==> config.mk <==
export PLATFORM = sky130hd
export DESIGN_NAME = isx_exec
export DESIGN_NICKNAME = d
export VERILOG_FILES = /design/src/rtl/isx_pkg.sv /design/src/rtl/isx_exec.sv
export SDC_FILE = /design/constraint.sdc
export NUM_CORES = 1
export LEC_CHECK = 0
export BUFFER_PORTS_ARGS = -buffer_cell sky130_fd_sc_hd__buf_4
export CAP_MARGIN = 20
export CORE_ASPECT_RATIO = 1.5
export CORE_UTILIZATION = 43
export DETAILED_ROUTE_END_ITERATION = 10
export PLACE_DENSITY_LB_ADDON = 0.2
export SYNTH_ARGS = -nofsm -noshare
export SYNTH_HDL_FRONTEND = slang
export SYNTH_SLANG_ARGS = --single-unit
==> constraint.sdc <==
create_clock -name REF_CLK -period 2.5 [get_ports REF_CLK]
set_input_delay 0.5 -clock REF_CLK [delete_from_list [all_inputs] [get_ports REF_CLK]]
set_output_delay 0.5 -clock REF_CLK [all_outputs]
set_load 0.01 [all_outputs]
==> src/rtl/isx_pkg.sv <==
/*
 * isx_pkg: shared types and constants for the instruction subset executor.
 * assumes the core decodes opcodes into isx_op_t before handing them over.
 */
package isx_pkg;

   // data path and operand field widths
   localparam int DATA_W = 8;
   localparam int FADDR_W = 7;
   localparam int BRK_W = 11;
   localparam int PC_W = 15;
   localparam int LATCH_W = 7;

   // high latch field that feeds the upper program counter bits
   localparam int LATCH_HI_POS = 6;
   localparam int LATCH_LO_POS = 3;

   // destination select encodings
   localparam logic DEST_ACC = 1'h0;
   localparam logic DEST_FILE = 1'h1;

   // reset values and byte constants
   localparam logic [DATA_W-1:0] ACC_RST = 8'h00;
   localparam logic [DATA_W-1:0] ZERO_BYTE = 8'h00;
   localparam logic [DATA_W-1:0] ONE_BYTE = 8'h01;
   localparam logic [PC_W-1:0] PC_RST = 15'h0000;
   localparam logic [FADDR_W-1:0] FADDR_RST = 7'h00;

   // cycle counts
   localparam int CYC_SHORT = 1;
   localparam int CYC_LONG = 2;

   // decoded operations of this group
   typedef enum logic [3:0] {
      ISX_OP_NONE,
      ISX_OP_DEC_SKIP,
      ISX_OP_BRANCH,
      ISX_OP_INC,
      ISX_OP_INC_SKIP,
      ISX_OP_OR_LIT,
      ISX_OP_OR_FILE,
      ISX_OP_SHL,
      ISX_OP_SHR
   } isx_op_t;

   // one decoded instruction word
   typedef struct packed {
      isx_op_t op;                 // operation
      logic [FADDR_W-1:0] faddr;   // file register address
      logic dest;                  // destination select
      logic [BRK_W-1:0] lit;       // branch target or literal in low byte
   } isx_instr_t;

   // file register write request
   typedef struct packed {
      logic we;
      logic [FADDR_W-1:0] addr;
      logic [DATA_W-1:0] data;
   } isx_fwr_t;

endpackage : isx_pkg

==> src/rtl/isx_exec.sv <==
/*
 * isx_exec: executes the decrement/increment, skip, branch, inclusive or
 * and logical shift group of an 8-bit core, at most one instruction per cycle.
 * assumes the fetch logic presents a decoded word with the addressed file
 * register's value in the same cycle, and honours NOP_CYCLE by not
 * executing whatever it fetched during that cycle.
 */
// Functional notes
// - dest bit 0 to accumulator, 1 to file
// - decrement-skip subtracts one, result to destination
// - zero decrement result: next becomes nop, two cycles
// - nonzero skip result: next executes normally
// - increments add one, result to destination
// - zero increment-skip result: next becomes nop
// - branch loads 11-bit immediate into pc[10:0]
// - branch pc[14:11] from high latch bits [6:3]
// - branch always takes two cycles
// - or literal into accumulator, always to accumulator
// - or accumulator with file, result to destination
// - shift left: bit7 to carry, bits 6:0 up
// - shift left inserts zero lsb, updates carry, zero
// - shift right: bit0 to carry, zero msb
module isx_exec (
   // clock and reset
   input wire logic REF_CLK,
   input wire logic RESETN,
   // decoded instruction from fetch
   input wire logic INSTR_VALID,
   input wire isx_pkg::isx_instr_t INSTR,
   input wire logic [isx_pkg::DATA_W-1:0] FILE_RDATA,
   input wire logic [isx_pkg::LATCH_W-1:0] PC_HIGH_LATCH,
   // file register write
   output isx_pkg::isx_fwr_t FILE_WR,
   // core state
   output logic [isx_pkg::DATA_W-1:0] ACC,
   output logic CARRY,
   output logic ZERO,
   // program flow
   output logic PC_LOAD,
   output logic [isx_pkg::PC_W-1:0] PC_TARGET,
   output logic NOP_CYCLE,
   output logic SKIP_TAKEN
);

   // flow state
   logic busy_r;                  // second cycle of a two-cycle op
   logic acc_en;                  // instruction accepted this cycle
   // combinational result of the accepted op
   logic [isx_pkg::DATA_W-1:0] res;
   logic res_zero;
   logic to_file;                 // result goes to the file register
   logic to_acc;                  // result goes to the accumulator
   logic upd_z;                   // op updates zero flag
   logic upd_c;                   // op updates carry flag
   logic new_c;                   // carry value for shifts
   logic is_skip;                 // skip-on-zero op
   logic long_op;                 // op needs a second, nop cycle
   // registered state behind the outputs
   logic [isx_pkg::DATA_W-1:0] acc_r;
   logic c_r;
   logic z_r;
   isx_pkg::isx_fwr_t fwr_r;
   logic pc_load_r;
   logic [isx_pkg::PC_W-1:0] pc_tgt_r;
   logic skip_r;

   // a word arriving during the nop cycle is the discarded one
   assign acc_en = INSTR_VALID && !busy_r;

   // result, destination and flag selection
   always_comb begin
      res = isx_pkg::ZERO_BYTE;
      upd_z = 1'b0;
      upd_c = 1'b0;
      new_c = 1'b0;
      is_skip = 1'b0;
      to_file = 1'b0;
      to_acc = 1'b0;
      case (INSTR.op)
         isx_pkg::ISX_OP_DEC_SKIP: begin
            res = FILE_RDATA - isx_pkg::ONE_BYTE;
            is_skip = 1'b1;
         end
         isx_pkg::ISX_OP_INC: begin
            res = FILE_RDATA + isx_pkg::ONE_BYTE;
            upd_z = 1'b1;
         end
         isx_pkg::ISX_OP_INC_SKIP: begin
            res = FILE_RDATA + isx_pkg::ONE_BYTE;
            is_skip = 1'b1;
         end
         isx_pkg::ISX_OP_OR_LIT: begin
            res = acc_r | INSTR.lit[isx_pkg::DATA_W-1:0];
            upd_z = 1'b1;
         end
         isx_pkg::ISX_OP_OR_FILE: begin
            res = acc_r | FILE_RDATA;
            upd_z = 1'b1;
         end
         isx_pkg::ISX_OP_SHL: begin
            res = {FILE_RDATA[isx_pkg::DATA_W-2:0], 1'b0};
            new_c = FILE_RDATA[isx_pkg::DATA_W-1];
            upd_z = 1'b1;
            upd_c = 1'b1;
         end
         isx_pkg::ISX_OP_SHR: begin
            res = {1'b0, FILE_RDATA[isx_pkg::DATA_W-1:1]};
            new_c = FILE_RDATA[0];
            upd_z = 1'b1;
            upd_c = 1'b1;
         end
         default: begin
            // branch and idle produce no data result
            res = isx_pkg::ZERO_BYTE;
         end
      endcase
      // literal or and the branch ignore the destination bit
      case (INSTR.op)
         isx_pkg::ISX_OP_NONE,
         isx_pkg::ISX_OP_BRANCH: begin
            to_acc = 1'b0;
         end
         isx_pkg::ISX_OP_OR_LIT: begin
            to_acc = 1'b1;
         end
         default: begin
            to_file = (INSTR.dest == isx_pkg::DEST_FILE);
            to_acc = (INSTR.dest == isx_pkg::DEST_ACC);
         end
      endcase
   end

   assign res_zero = (res == isx_pkg::ZERO_BYTE);
   // branch always long; skip long only on a zero result
   assign long_op = (INSTR.op == isx_pkg::ISX_OP_BRANCH)
      || (is_skip && res_zero);

   // nop cycle tracking
   always_ff @(posedge REF_CLK or negedge RESETN) begin
      if (!RESETN) begin
         busy_r <= 1'b0;
         skip_r <= 1'b0;
      end else begin
         busy_r <= acc_en && long_op;
         skip_r <= acc_en && is_skip && res_zero;
      end
   end

   // accumulator
   always_ff @(posedge REF_CLK or negedge RESETN) begin
      if (!RESETN) begin
         acc_r <= isx_pkg::ACC_RST;
      end else if (acc_en && to_acc) begin
         acc_r <= res;
      end
   end

   // status flags; skip and branch ops leave both alone
   always_ff @(posedge REF_CLK or negedge RESETN) begin
      if (!RESETN) begin
         c_r <= 1'b0;
         z_r <= 1'b0;
      end else if (acc_en) begin
         if (upd_z) begin
            z_r <= res_zero;
         end
         if (upd_c) begin
            c_r <= new_c;
         end
      end
   end

   // file write port, a one-cycle strobe
   always_ff @(posedge REF_CLK or negedge RESETN) begin
      if (!RESETN) begin
         fwr_r <= '{we: 1'b0, addr: isx_pkg::FADDR_RST, data: isx_pkg::ZERO_BYTE};
      end else begin
         fwr_r.we <= acc_en && to_file;
         if (acc_en && to_file) begin
            fwr_r.addr <= INSTR.faddr;
            fwr_r.data <= res;
         end
      end
   end

   // branch target; the latch field wins over the narrower description
   always_ff @(posedge REF_CLK or negedge RESETN) begin
      if (!RESETN) begin
         pc_load_r <= 1'b0;
         pc_tgt_r <= isx_pkg::PC_RST;
      end else begin
         pc_load_r <= acc_en && (INSTR.op == isx_pkg::ISX_OP_BRANCH);
         if (acc_en && (INSTR.op == isx_pkg::ISX_OP_BRANCH)) begin
            pc_tgt_r <= {PC_HIGH_LATCH[isx_pkg::LATCH_HI_POS:isx_pkg::LATCH_LO_POS],
                         INSTR.lit};
         end
      end
   end

   // outputs straight from flip-flops
   assign ACC = acc_r;
   assign CARRY = c_r;
   assign ZERO = z_r;
   assign FILE_WR = fwr_r;
   assign PC_LOAD = pc_load_r;
   assign PC_TARGET = pc_tgt_r;
   assign NOP_CYCLE = busy_r;
   assign SKIP_TAKEN = skip_r;
endmodule // isx_exec

==> Word-level counts from Yosys, hierarchy flattened <==
Cells that the tools add are included.
{ "totals": {"register_bits": 44, "inputBits": 41, "output_inout_bits": 44, "word_cells": 50} }
{ "classes": {"addsub": 2, "n_eq_ne": 8, "muxes": 7, "bitwise": 3, "n_reduce_logical": 20} }
{ "ops": {"columns": ["op", "count"], "rows": [
  ["one-hot mux 8 bit (6 select lines)", 1],
  ["== test 4 x 3 -> 1 bit, second input constant", 4],
  ["OR 8 bit", 2],
  ["adder 8 x 1 -> 8 bit, second input constant", 1],
  ["== test 4 x 2 -> 1 bit, second input constant", 2],
  ["logical AND 1 bit", 8],
  ["logical NOT 8 bit", 1],
  ["OR reduction 2 bit", 4],
  ["subtractor 8 x 1 -> 8 bit, second input constant", 1],
  ["OR reduction 5 bit", 1],
  ["== test 4 x 1 -> 1 bit, second input constant", 1],
  ["== test 4 bit, second input constant", 1],
  ["logical NOT 4 bit", 1],
  ["2-to-1 mux 1 bit", 4],
  ["one-hot mux 1 bit (2 select lines)", 2],
  ["AND reduction 2 bit", 2],
  ["OR reduction 3 bit", 1],
  ["logical NOT 1 bit", 1],
  ["logical OR 1 bit", 1],
  ["inverter 1 bit", 1]
]} }

==> Depth between registers and ports, before layout <==
Gate-level depths: netlist of the first run.
{ "depth": {"depth_word": 7, "ltp_mapped": 14, "ltp_nobuf": 11} }

==> Least setup slack after synthesis of the first run <==
OpenSTA, ideal clock, no wires.
{ "synth_path": {"path_kind": "input port to flip-flop", "start": "in INSTR[20] (netlist name)", "end": "reg busy_r, in the netlist NOP_CYCLE", "setup_ns": 0.110, "arrival_time_ns": 3.277, "required_time_ns": 2.390, "setup_slack_ns": -0.888, "path_stages": 14, "path_buffers": 3, "cell_sequence": "buf_6 -> or4b_4 -> buf_6 -> and2_1 -> clkbuf_1 -> xor2_1 -> ha_1 -> nor2_1 -> o2bb2ai_1 -> a221oi_2 -> xnor2_1 -> a221oi_1 -> nand4_1 -> o41ai_1"} }
{ "synth_between": {"elab_chain_cells": 7, "elab_cells_between_ends": 16, "cone_classes": "eq/ne (8); mux (2); reduce/logical (6)"} }
{ "synth_rtl": {"columns": ["item", "line", "rtl"], "rows": [
  ["from (decl)", "isx_exec.sv:29", "input wire isx_pkg::isx_instr_t INSTR,"],
  ["== test 4 x 3 -> 1 bit / == test 4 x 2 -> 1 bit (equally long branches)", "isx_exec.sv:79", "case (INSTR.op)"],
  ["OR reduction 2 bit (no line)", null, null],
  ["one-hot mux 8 bit (6 select lines)", "isx_exec.sv:79", null],
  ["logical NOT 8 bit", "isx_exec.sv:133", "assign res_zero = (res == isx_pkg::ZERO_BYTE);"],
  ["logical AND 1 bit", "isx_exec.sv:136", "|| (is_skip && res_zero);"],
  ["logical OR 1 bit *", "isx_exec.sv:136", null],
  ["logical AND 1 bit *", "isx_exec.sv:144", "busy_r <= acc_en && long_op;"],
  ["to (signal assigned)", "isx_exec.sv:144", null],
  ["to (decl)", "isx_exec.sv:46", "logic busy_r;"]
]} }
Mark *: on every way between the ends. The rest lies on a longest branch, timed or not.
A chain may end at the register's enable or synchronous reset.

==> Final worst setup path of the first run <==
{ "layout_path": {"start": "in INSTR[22] (netlist name)", "end": "reg z_r, in the netlist ZERO"} }
{ "layout_between": {"elab_chain_cells": 4, "elab_cells_between_ends": 13, "cone_classes": "eq/ne (7); mux (2); reduce/logical (4)"} }
{ "layout_rtl": {"columns": ["item", "line", "rtl"], "rows": [
  ["== test 4 x 3 -> 1 bit, or another cell as far along", "isx_exec.sv:79", null],
  ["OR reduction 2 bit (no line) / OR reduction 5 bit (equally long branches)", null, null],
  ["one-hot mux 8 bit (6 select lines) / 2-to-1 mux 1 bit (equally long branches)", "isx_exec.sv:79", null],
  ["logical NOT 8 bit / AND reduction 2 bit (equally long branches)", null, null],
  ["to (signal assigned)", "isx_exec.sv:165", "z_r <= res_zero;"],
  ["to (decl)", "isx_exec.sv:61", "logic z_r;"]
]} }
Several ways; a longest one is shown, not always the timed one.

==> summary.md, run 1 <==
| Metric | Value |
|---|---|
| Status | complete, but fails checks |
| Failing checks | setup timing |
| Synth Register Bits | 44 |
| EDFF count, synth | 0 |
| Vias in the first global route | 2677 |
| Critical-path top delay cell | or4bb_1 |
| CTS H-tree depth | 2 |
| Worst Path Required | 2.70 ns |
| Share of cells above drive strength 1 | 41.2% |
| Fmax | 353 MHz |
| Sequential share of the synthesized area | 41.6% |
| Power Density | 567 nW/um^2 |
| WL/cell | 16.8 microns |
| Yosys top cell area share | 41.6% |
| Total routed wirelength | 8290 microns |
| Top Ports | 85 |
| Worst-Skew Late Latency | 0.30 ns |
| Hold Slack | 0.177 ns |
| Synth Cell Area | 2650 sq um |
| Async SR Flop Fraction | 100% |
| Hold buffers post-CTS | 0 |
| Worst Skew | 0.00572 ns |
| Arrival @ worst endpoint | 3.04 ns |
| Slew headroom | 63.0% |
| Final number of setup-violating endpoints | 9 |
| Slew Limit Fails | 0 |
| Fin crit share | 113% |
| Leak pwr | 1.79 nW |
| HPWL after DPL | 6200 microns |
| Fin crit period | 2.84 ns |
| # diodes | 0 |
| Crit-path cells | buf_8 > or4bb_1 > and2_4 > xor2_1 > ha_2 > nor2_4 > o2bb2ai_2 > a221oi_2 > xnor2_1 > a221oi_2 > nand4_1 > o41ai_2 |
| DRC Markers | 0 |
| Adder-cell share of the synthesized area | 0.473% |
| CTS root buf | clkbuf_8 |
| Remaining global-route overflow | 0 |
| Synth Area per Inst | 8.54 sq um |
| Synth area leaders | dfrtp_1, nand2_1, nor2_1, mux2_2, a21oi_1 |
| Area leader, netlist | dfrtp_1 |
| Worst setup SP type | input pin |
| Horiz. Die Dim | 66.1 microns |
| DRT iter0 DRCs | 190 |
| Crit path kind | input pin to register |
| Ys Warns | 0 |
| Clock-pin slew on the worst setup and hold paths | 0.08 ns |
| Largest family of logic cells by synthesized area | simple AND/OR/NAND/NOR gates |
| Die Y | 98.1 microns |
| Crit-path max FO | 4 |
| First-pass DRT Iterations | 4 |
| Total track usage | 26.1% |
| Ys flop type | dfrtp_1 |
| Post-Synthesis Cells | 310 |
| Compound-Gate Fraction of Synth Area | 19.9% |
| Initial Util | 45.1% |
| Worst setup margin | -0.337 ns |
| Num CTS Buffers | 5 |
| Most used cell along the critical path | a221oi_2 |
| Setup TNS Final | -1.63 ns |
| Reg2reg start | ACC[3] |
| Clk sink count | 44 |
| Worst-Margin Slew | 0.555 ns |
| First-pass GRT wire length | 12800 microns |
| Crit path capture type | register |
| Critical path startpoint | INSTR[22] |
| Area growth syn-to-layout | 43.2% |
| Worst VDD drop | 0.000491 V |
| Via count | 2790 |
| Class of the worst hold path | input pin to async pin |
| Via-to-Cell Ratio | 5.67 |
| Largest net degree at the start of global routing | 45 |
| Reported max-cap violation count | 0 |
| Die area | 6480 sq um |
| Routability Congestion | 0.919 |
| Post-Synth Simple-Gate Area | 25.9% |
| Site Rows | 34 |
| Largest stage delay on the critical path | 0.54 ns |
| Core Area | 5870 sq um |
| Antenna violations before repair | 0 |
| Final hold violations | 0 |
| R2r setup slk | 0.55 ns |
| Final nets | 462 |
| CTS tree | built |
| Distinct cells, synth | 58 |
| Post-synthesis xor/xnor area fraction | 1.98% |
| Port bufs | 81 |
| Post-DRT Antenna Nets | 0 |
| Mux contribution to synthesized area | 5.10% |
| Worst Reg-to-Reg Cells | 7 |
| Reg-to-reg critical path endpoint | ZERO |
| Clock Path Buffers | 2 |
| RSZ-0062 raised after global routing | true |
| Syn Nets | 352 |
==> synth_stat cells, types with 5 or more instances <==
cell	count
dfrtp_1	44
o21ai_0	11
nor2_1	43
clkbuf_1	16
inv_1	6
nor3_1	6
nand2_1	55
a21oi_1	17
a221oi_1	5
nand2b_1	8
mux2_2	12
o22ai_1	9
==> state kept, by name (all words and copies together) (netlist names) <==
name,cells
FILE_WR,16
PC_TARGET,15
ACC,8
CARRY,1
NOP_CYCLE,1
PC_LOAD,1
SKIP_TAKEN,1
ZERO,1
==> metrics by stage <==
stage / instance area (sq um) / worst slack, ns / power [mW] / util (%) / cells
after detailed placement: 3580 / -0.689 / 1.70 / 61.0 / 480
after global routing: 3790 / -0.459 / 2.26 / 64.6 / 492
after global placement: 3580 / -0.589 / 1.68 / 61.0 / 480
final: 3790 / -0.337 / 2.15 / 64.6 / 492
after floorplan: 2670 / -0.758 / 1.28 / - / 310
after CTS: 3720 / -0.297 / 2.14 / 63.4 / 490
==> critical path, delay by kind of cell <==
kind / cells / cell delay [ns]
compound gates: 4 / 0.92
xor+xnor: 2 / 0.26
fa+ha+maj: 1 / 0.27
buf+inv: 1 / 0.10
simple gates: 4 / 0.97
==> logic make-up (layout without fill, tap and decap cells) <==
| logic type | after synthesis | after routing |
|---|---|---|
| flip-flops | 44 | 44 |
| adder cells (fa/ha/maj) | 1 | 1 |
| XOR/XNOR | 6 | 6 |
| AO/OA/AOI/OAI | 75 | 75 |
| multiplexers | 12 | 12 |
| AND/OR/NAND/NOR | 142 | 142 |
| buffers and inverters | 30 | 140 |
==> cells in the final DEF, fill, tap and decap left out, drive strengths merged, types with 7 or more instances in the layout <==
master | Yosys | final
nand2 | 55 | 55
nor3 | 7 | 7
dfrtp | 44 | 44
o21ai | 13 | 13
nand2b | 9 | 9
mux2 | 12 | 12
a21oi | 17 | 17
nor2 | 44 | 44
a221oi | 8 | 8
o22ai | 9 | 9
buf | 8 | 127
==> final cells by class <==
| type | count | area (sq um) |
|---|---|---|
| clock buffers | 6 | 72.6 |
| clock inverters | 1 | 5.00 |
| fillers | 514 | 2080 |
| inverters | 6 | 22.5 |
| multi-input cells | 236 | 1520 |
| flip-flops and latches | 44 | 1100 |
| well taps | 72 | 90.1 |
| repair buffers | 127 | 981 |
==> power breakdown <==
group          total, mW  switching [mW]  internal, mW
Combinational      0.783           0.380         0.403
Clock              0.430           0.240         0.190
Sequential         0.937          0.0934         0.844
Total               2.15           0.714          1.44
==> metal layers <==
metal,GRT usage (%),routed length [microns],vias to the layer above,part of all wire (%)
li1,-,-,1320,-
met1,30.0,3130,1331,38
met2,43.9,4360,113,53
met3,3.97,446,26,5.4
met4,16.4,357,0,4.3
met5,0,0,-,0
==> how the worst max path moves through the flow <==
stage | endpoint | slack (ns) | cells after the start
after detailed placement | NOP_CYCLE | -0.69 | 12
after global placement | NOP_CYCLE | -0.59 | 12
after CTS | NOP_CYCLE | -0.30 | 12
final | ZERO | -0.34 | 12
after global routing | ZERO | -0.46 | 12
after floorplan | NOP_CYCLE | -0.76 | 14
==> what timing repair did <==
| item | CTS | global route |
|---|---|---|
| endpoints found under the setup margin | 9 | 9 |
| resized for setup | 10 | 11 |
| setup buffers | 3 | 2 |
| pin swaps | 1 | 8 |
No activity file was read; power rests on OpenSTA's default activity.
==> run 2: changes to the inputs <==
--- a/config.mk
+++ b/config.mk
@@ -9,6 +9,7 @@
 export CAP_MARGIN = 20
 export CORE_ASPECT_RATIO = 1.5
 export CORE_UTILIZATION = 43
+export CTS_BUF_LIST = sky130_fd_sc_hd__clkbuf_2 sky130_fd_sc_hd__clkbuf_4 sky130_fd_sc_hd__clkbuf_8
 export DETAILED_ROUTE_END_ITERATION = 10
 export PLACE_DENSITY_LB_ADDON = 0.2
 export SYNTH_ARGS = -nofsm -noshare
==> run 2 against run 1 <==
- the run still ends with setup timing left
- first-iteration DRC count decreased by 9.5%
- worst hold slack improved by 0.0061 ns
- count of clock-buffer cells in the layout unchanged
- sequential share of layout area hardly changed
- register-to-register slack barely moved
- die area is the same
- highest routed layer unchanged
==> summary.md, run 2 (synthesis results as in run 1) <==
| Metric | Value |
|---|---|
| First-pass DRT Iterations | 4 (unchanged) |
| Clock-pin slew on the worst setup and hold paths | 0.08 ns (about the same) |
| Reg-to-reg critical path endpoint | ZERO (unchanged) |
| HPWL after DPL | 6200 microns (unchanged) |
| Class of the worst hold path | input pin to async pin (unchanged) |
| Port bufs | 81 (unchanged) |
| Total routed wirelength | 8290 microns (about the same) |
| Fmax | 353 MHz (about the same) |
| Final hold violations | 0 (unchanged) |
| Fin crit period | 2.83 ns (was 2.84 ns) |
| Power Density | 569 nW/um^2 (was 567 nW/um^2) |
| Slew headroom | 63.2% (was 63.0%) |
| Reg2reg start | ACC[1] (was ACC[3]) |
| Via-to-Cell Ratio | 5.69 (was 5.67) |
| Worst Reg-to-Reg Cells | 7 (unchanged) |
| Core Area | 5870 sq um (unchanged) |
| Die Y | 98.1 microns (unchanged) |
| Clock Path Buffers | 2 (unchanged) |
| Worst-Margin Slew | 0.552 ns (was 0.555 ns) |
| Most common cell after layout, fill and taps aside | buf_4 (unchanged) |
| Arrival @ worst endpoint | 3.04 ns (about the same) |
| Critical-path top delay cell | or4bb_1 (unchanged) |
| Total power | 2.16 mW (was 2.15 mW) |
| Leak pwr | 1.80 nW (was 1.79 nW) |
| Top Ports | 85 (unchanged) |
| CTS H-tree depth | 2 (unchanged) |
| Clk sink count | 44 (unchanged) |
| Vias in the first global route | 2676 (was 2677) |
| RSZ-0062 raised after global routing | true (unchanged) |
| Post-DRT Antenna Nets | 0 (unchanged) |
| CTS tree | built (unchanged) |
| Final nets | 462 (unchanged) |
| Antenna violations before repair | 0 (unchanged) |
| Finished Layout Cells | 492 (unchanged) |
| Worst Path Required | 2.71 ns (was 2.70 ns) |
| Met3 Wirelength | 473 microns (was 446 microns) |
| Largest stage delay on the critical path | 0.54 ns (about the same) |
| Die area | 6480 sq um (unchanged) |
| Crit path kind | input pin to register (unchanged) |
| Placed Cells | 480 (unchanged) |
| Commonest non-fill, non-tap cells in the layout | buf_4, nand2_1, dfrtp_1 (unchanged) |
| Max layer used | met4 (unchanged) |
| Total track usage | 26.1% (unchanged) |
| Hold Slack | 0.184 ns (was 0.177 ns) |
| DRC Markers | 0 (unchanged) |
| Fin crit share | 113% (about the same) |
| Largest net degree at the start of global routing | 45 (unchanged) |
| Worst setup margin | -0.333 ns (was -0.337 ns) |
| Share of cells above drive strength 1 | 41.4% (was 41.2%) |
| Final number of setup-violating endpoints | 9 (unchanged) |
| Via count | 2800 (was 2790) |
| Worst setup SP type | input pin (unchanged) |
| Reported max-cap violation count | 0 (unchanged) |
| Crit path capture type | register (unchanged) |
| Met2 routed WL | 4370 microns (was 4360 microns) |
| Worst VDD drop | 0.000478 V (was 0.000491 V) |
| Remaining global-route overflow | 0 (unchanged) |
| # diodes | 0 (unchanged) |
| Crit-path cells | buf_8 > or4bb_1 > and2_4 > xor2_1 > ha_2 > nor2_4 > o2bb2ai_2 > a221oi_2 > xnor2_1 > a221oi_2 > nand4_1 > o41ai_2 (unchanged) |
| Horiz. Die Dim | 66.1 microns (unchanged) |
| Slew Limit Fails | 0 (unchanged) |
| Site Rows | 34 (unchanged) |
| Area growth syn-to-layout | 43.3% (was 43.2%) |
| Crit-path leading delay family | simple AND/OR/NAND/NOR gates (unchanged) |
| First-pass GRT wire length | 12800 microns (about the same) |
| CTS root buf | clkbuf_8 (unchanged) |
| Failing checks | setup timing (unchanged) |
| Post-place instance area | 3580 sq um (unchanged) |
| Crit-path max FO | 4 (unchanged) |
| R2r setup slk | 0.54 ns (was 0.55 ns) |
| Most used cell along the critical path | a221oi_2 (unchanged) |
| CP Buf/Inv Count | 1 (unchanged) |
| Worst Skew | 0.00747 ns (was 0.00572 ns) |
| M1 wire length | 3080 microns (was 3130 microns) |
| WL/cell | 16.9 microns (was 16.8 microns) |
| Status | complete, but fails checks (unchanged) |
| Initial Util | 45.1% (unchanged) |
| Worst-Skew Late Latency | 0.30 ns (about the same) |
| Cell area after layout | 3790 sq um (about the same) |
| DRT iter0 DRCs | 172 (was 190) |
| Routability Congestion | 0.919 (unchanged) |
| Fill cells | 512 (was 514) |
| Num CTS Buffers | 5 (unchanged) |
| Largest register FFs | 16 (unchanged) |
run 2: cell type report:
class                           count  area [sq um]  area share, %
Tap cell                           72          90.1           2.37
Sequential cell                    44          1100           29.0
Clock inverter                      1          5.00          0.132
Multi-Input combinational cell    236          1520           40.0
Inverter                            6          22.5          0.593
Clock buffer                        6          76.3           2.01
Timing Repair Buffer              127           981           25.8
run 2: through the flow:
stage	TNS (ns)	utilization, %	setup WS, ns
floorplan	-4.64	-	-0.758
global placement	-4.13	61.0	-0.589
detailed placement	-4.61	61.0	-0.689
CTS	-1.21	63.4	-0.297
global route	-2.44	64.6	-0.459
finish	-1.59	64.6	-0.333
run 2: power by group:
| part | internal (mW) | switching [mW] |
|---|---|---|
| registers | 0.844 | 0.0928 |
| clock network | 0.201 | 0.239 |
| logic | 0.403 | 0.381 |
run 2: worst max path at each step:
stage / start / to / slack [ns] / depth (start not counted)
after floorplan: INSTR[20] / NOP_CYCLE / -0.76 / 14
after global placement: INSTR[20] / NOP_CYCLE / -0.59 / 12
after detailed placement: INSTR[22] / NOP_CYCLE / -0.69 / 12
after CTS: INSTR[22] / NOP_CYCLE / -0.30 / 12
after global routing: INSTR[22] / ZERO / -0.46 / 12
final: INSTR[22] / ZERO / -0.33 / 12
run 2: timing repair:
action / in CTS / in global routing
pin swaps: 1 / 8
resized for setup: 10 / 11
endpoints found under the setup margin: 9 / 9
buffers inserted: 3 / 2
hold buffers: 0 / 0
gates cloned: 0 / 0
run 2: worst reg2reg max path: cells and delay by family, from the launching register on:
kind                   cells  cell delay (ns)
and+or+nand+nor            3             0.47
buffers and inverters      1             0.12
AOI/OAI and AO/OA          3             0.85
DFF                        1             0.42
run 2: per-layer routing:
layer	up-vias	global-route usage [%]
li1	1320	-
met1	1337	30.0
met2	115	43.9
met3	28	3.97
met4	0	16.4
met5	-	0
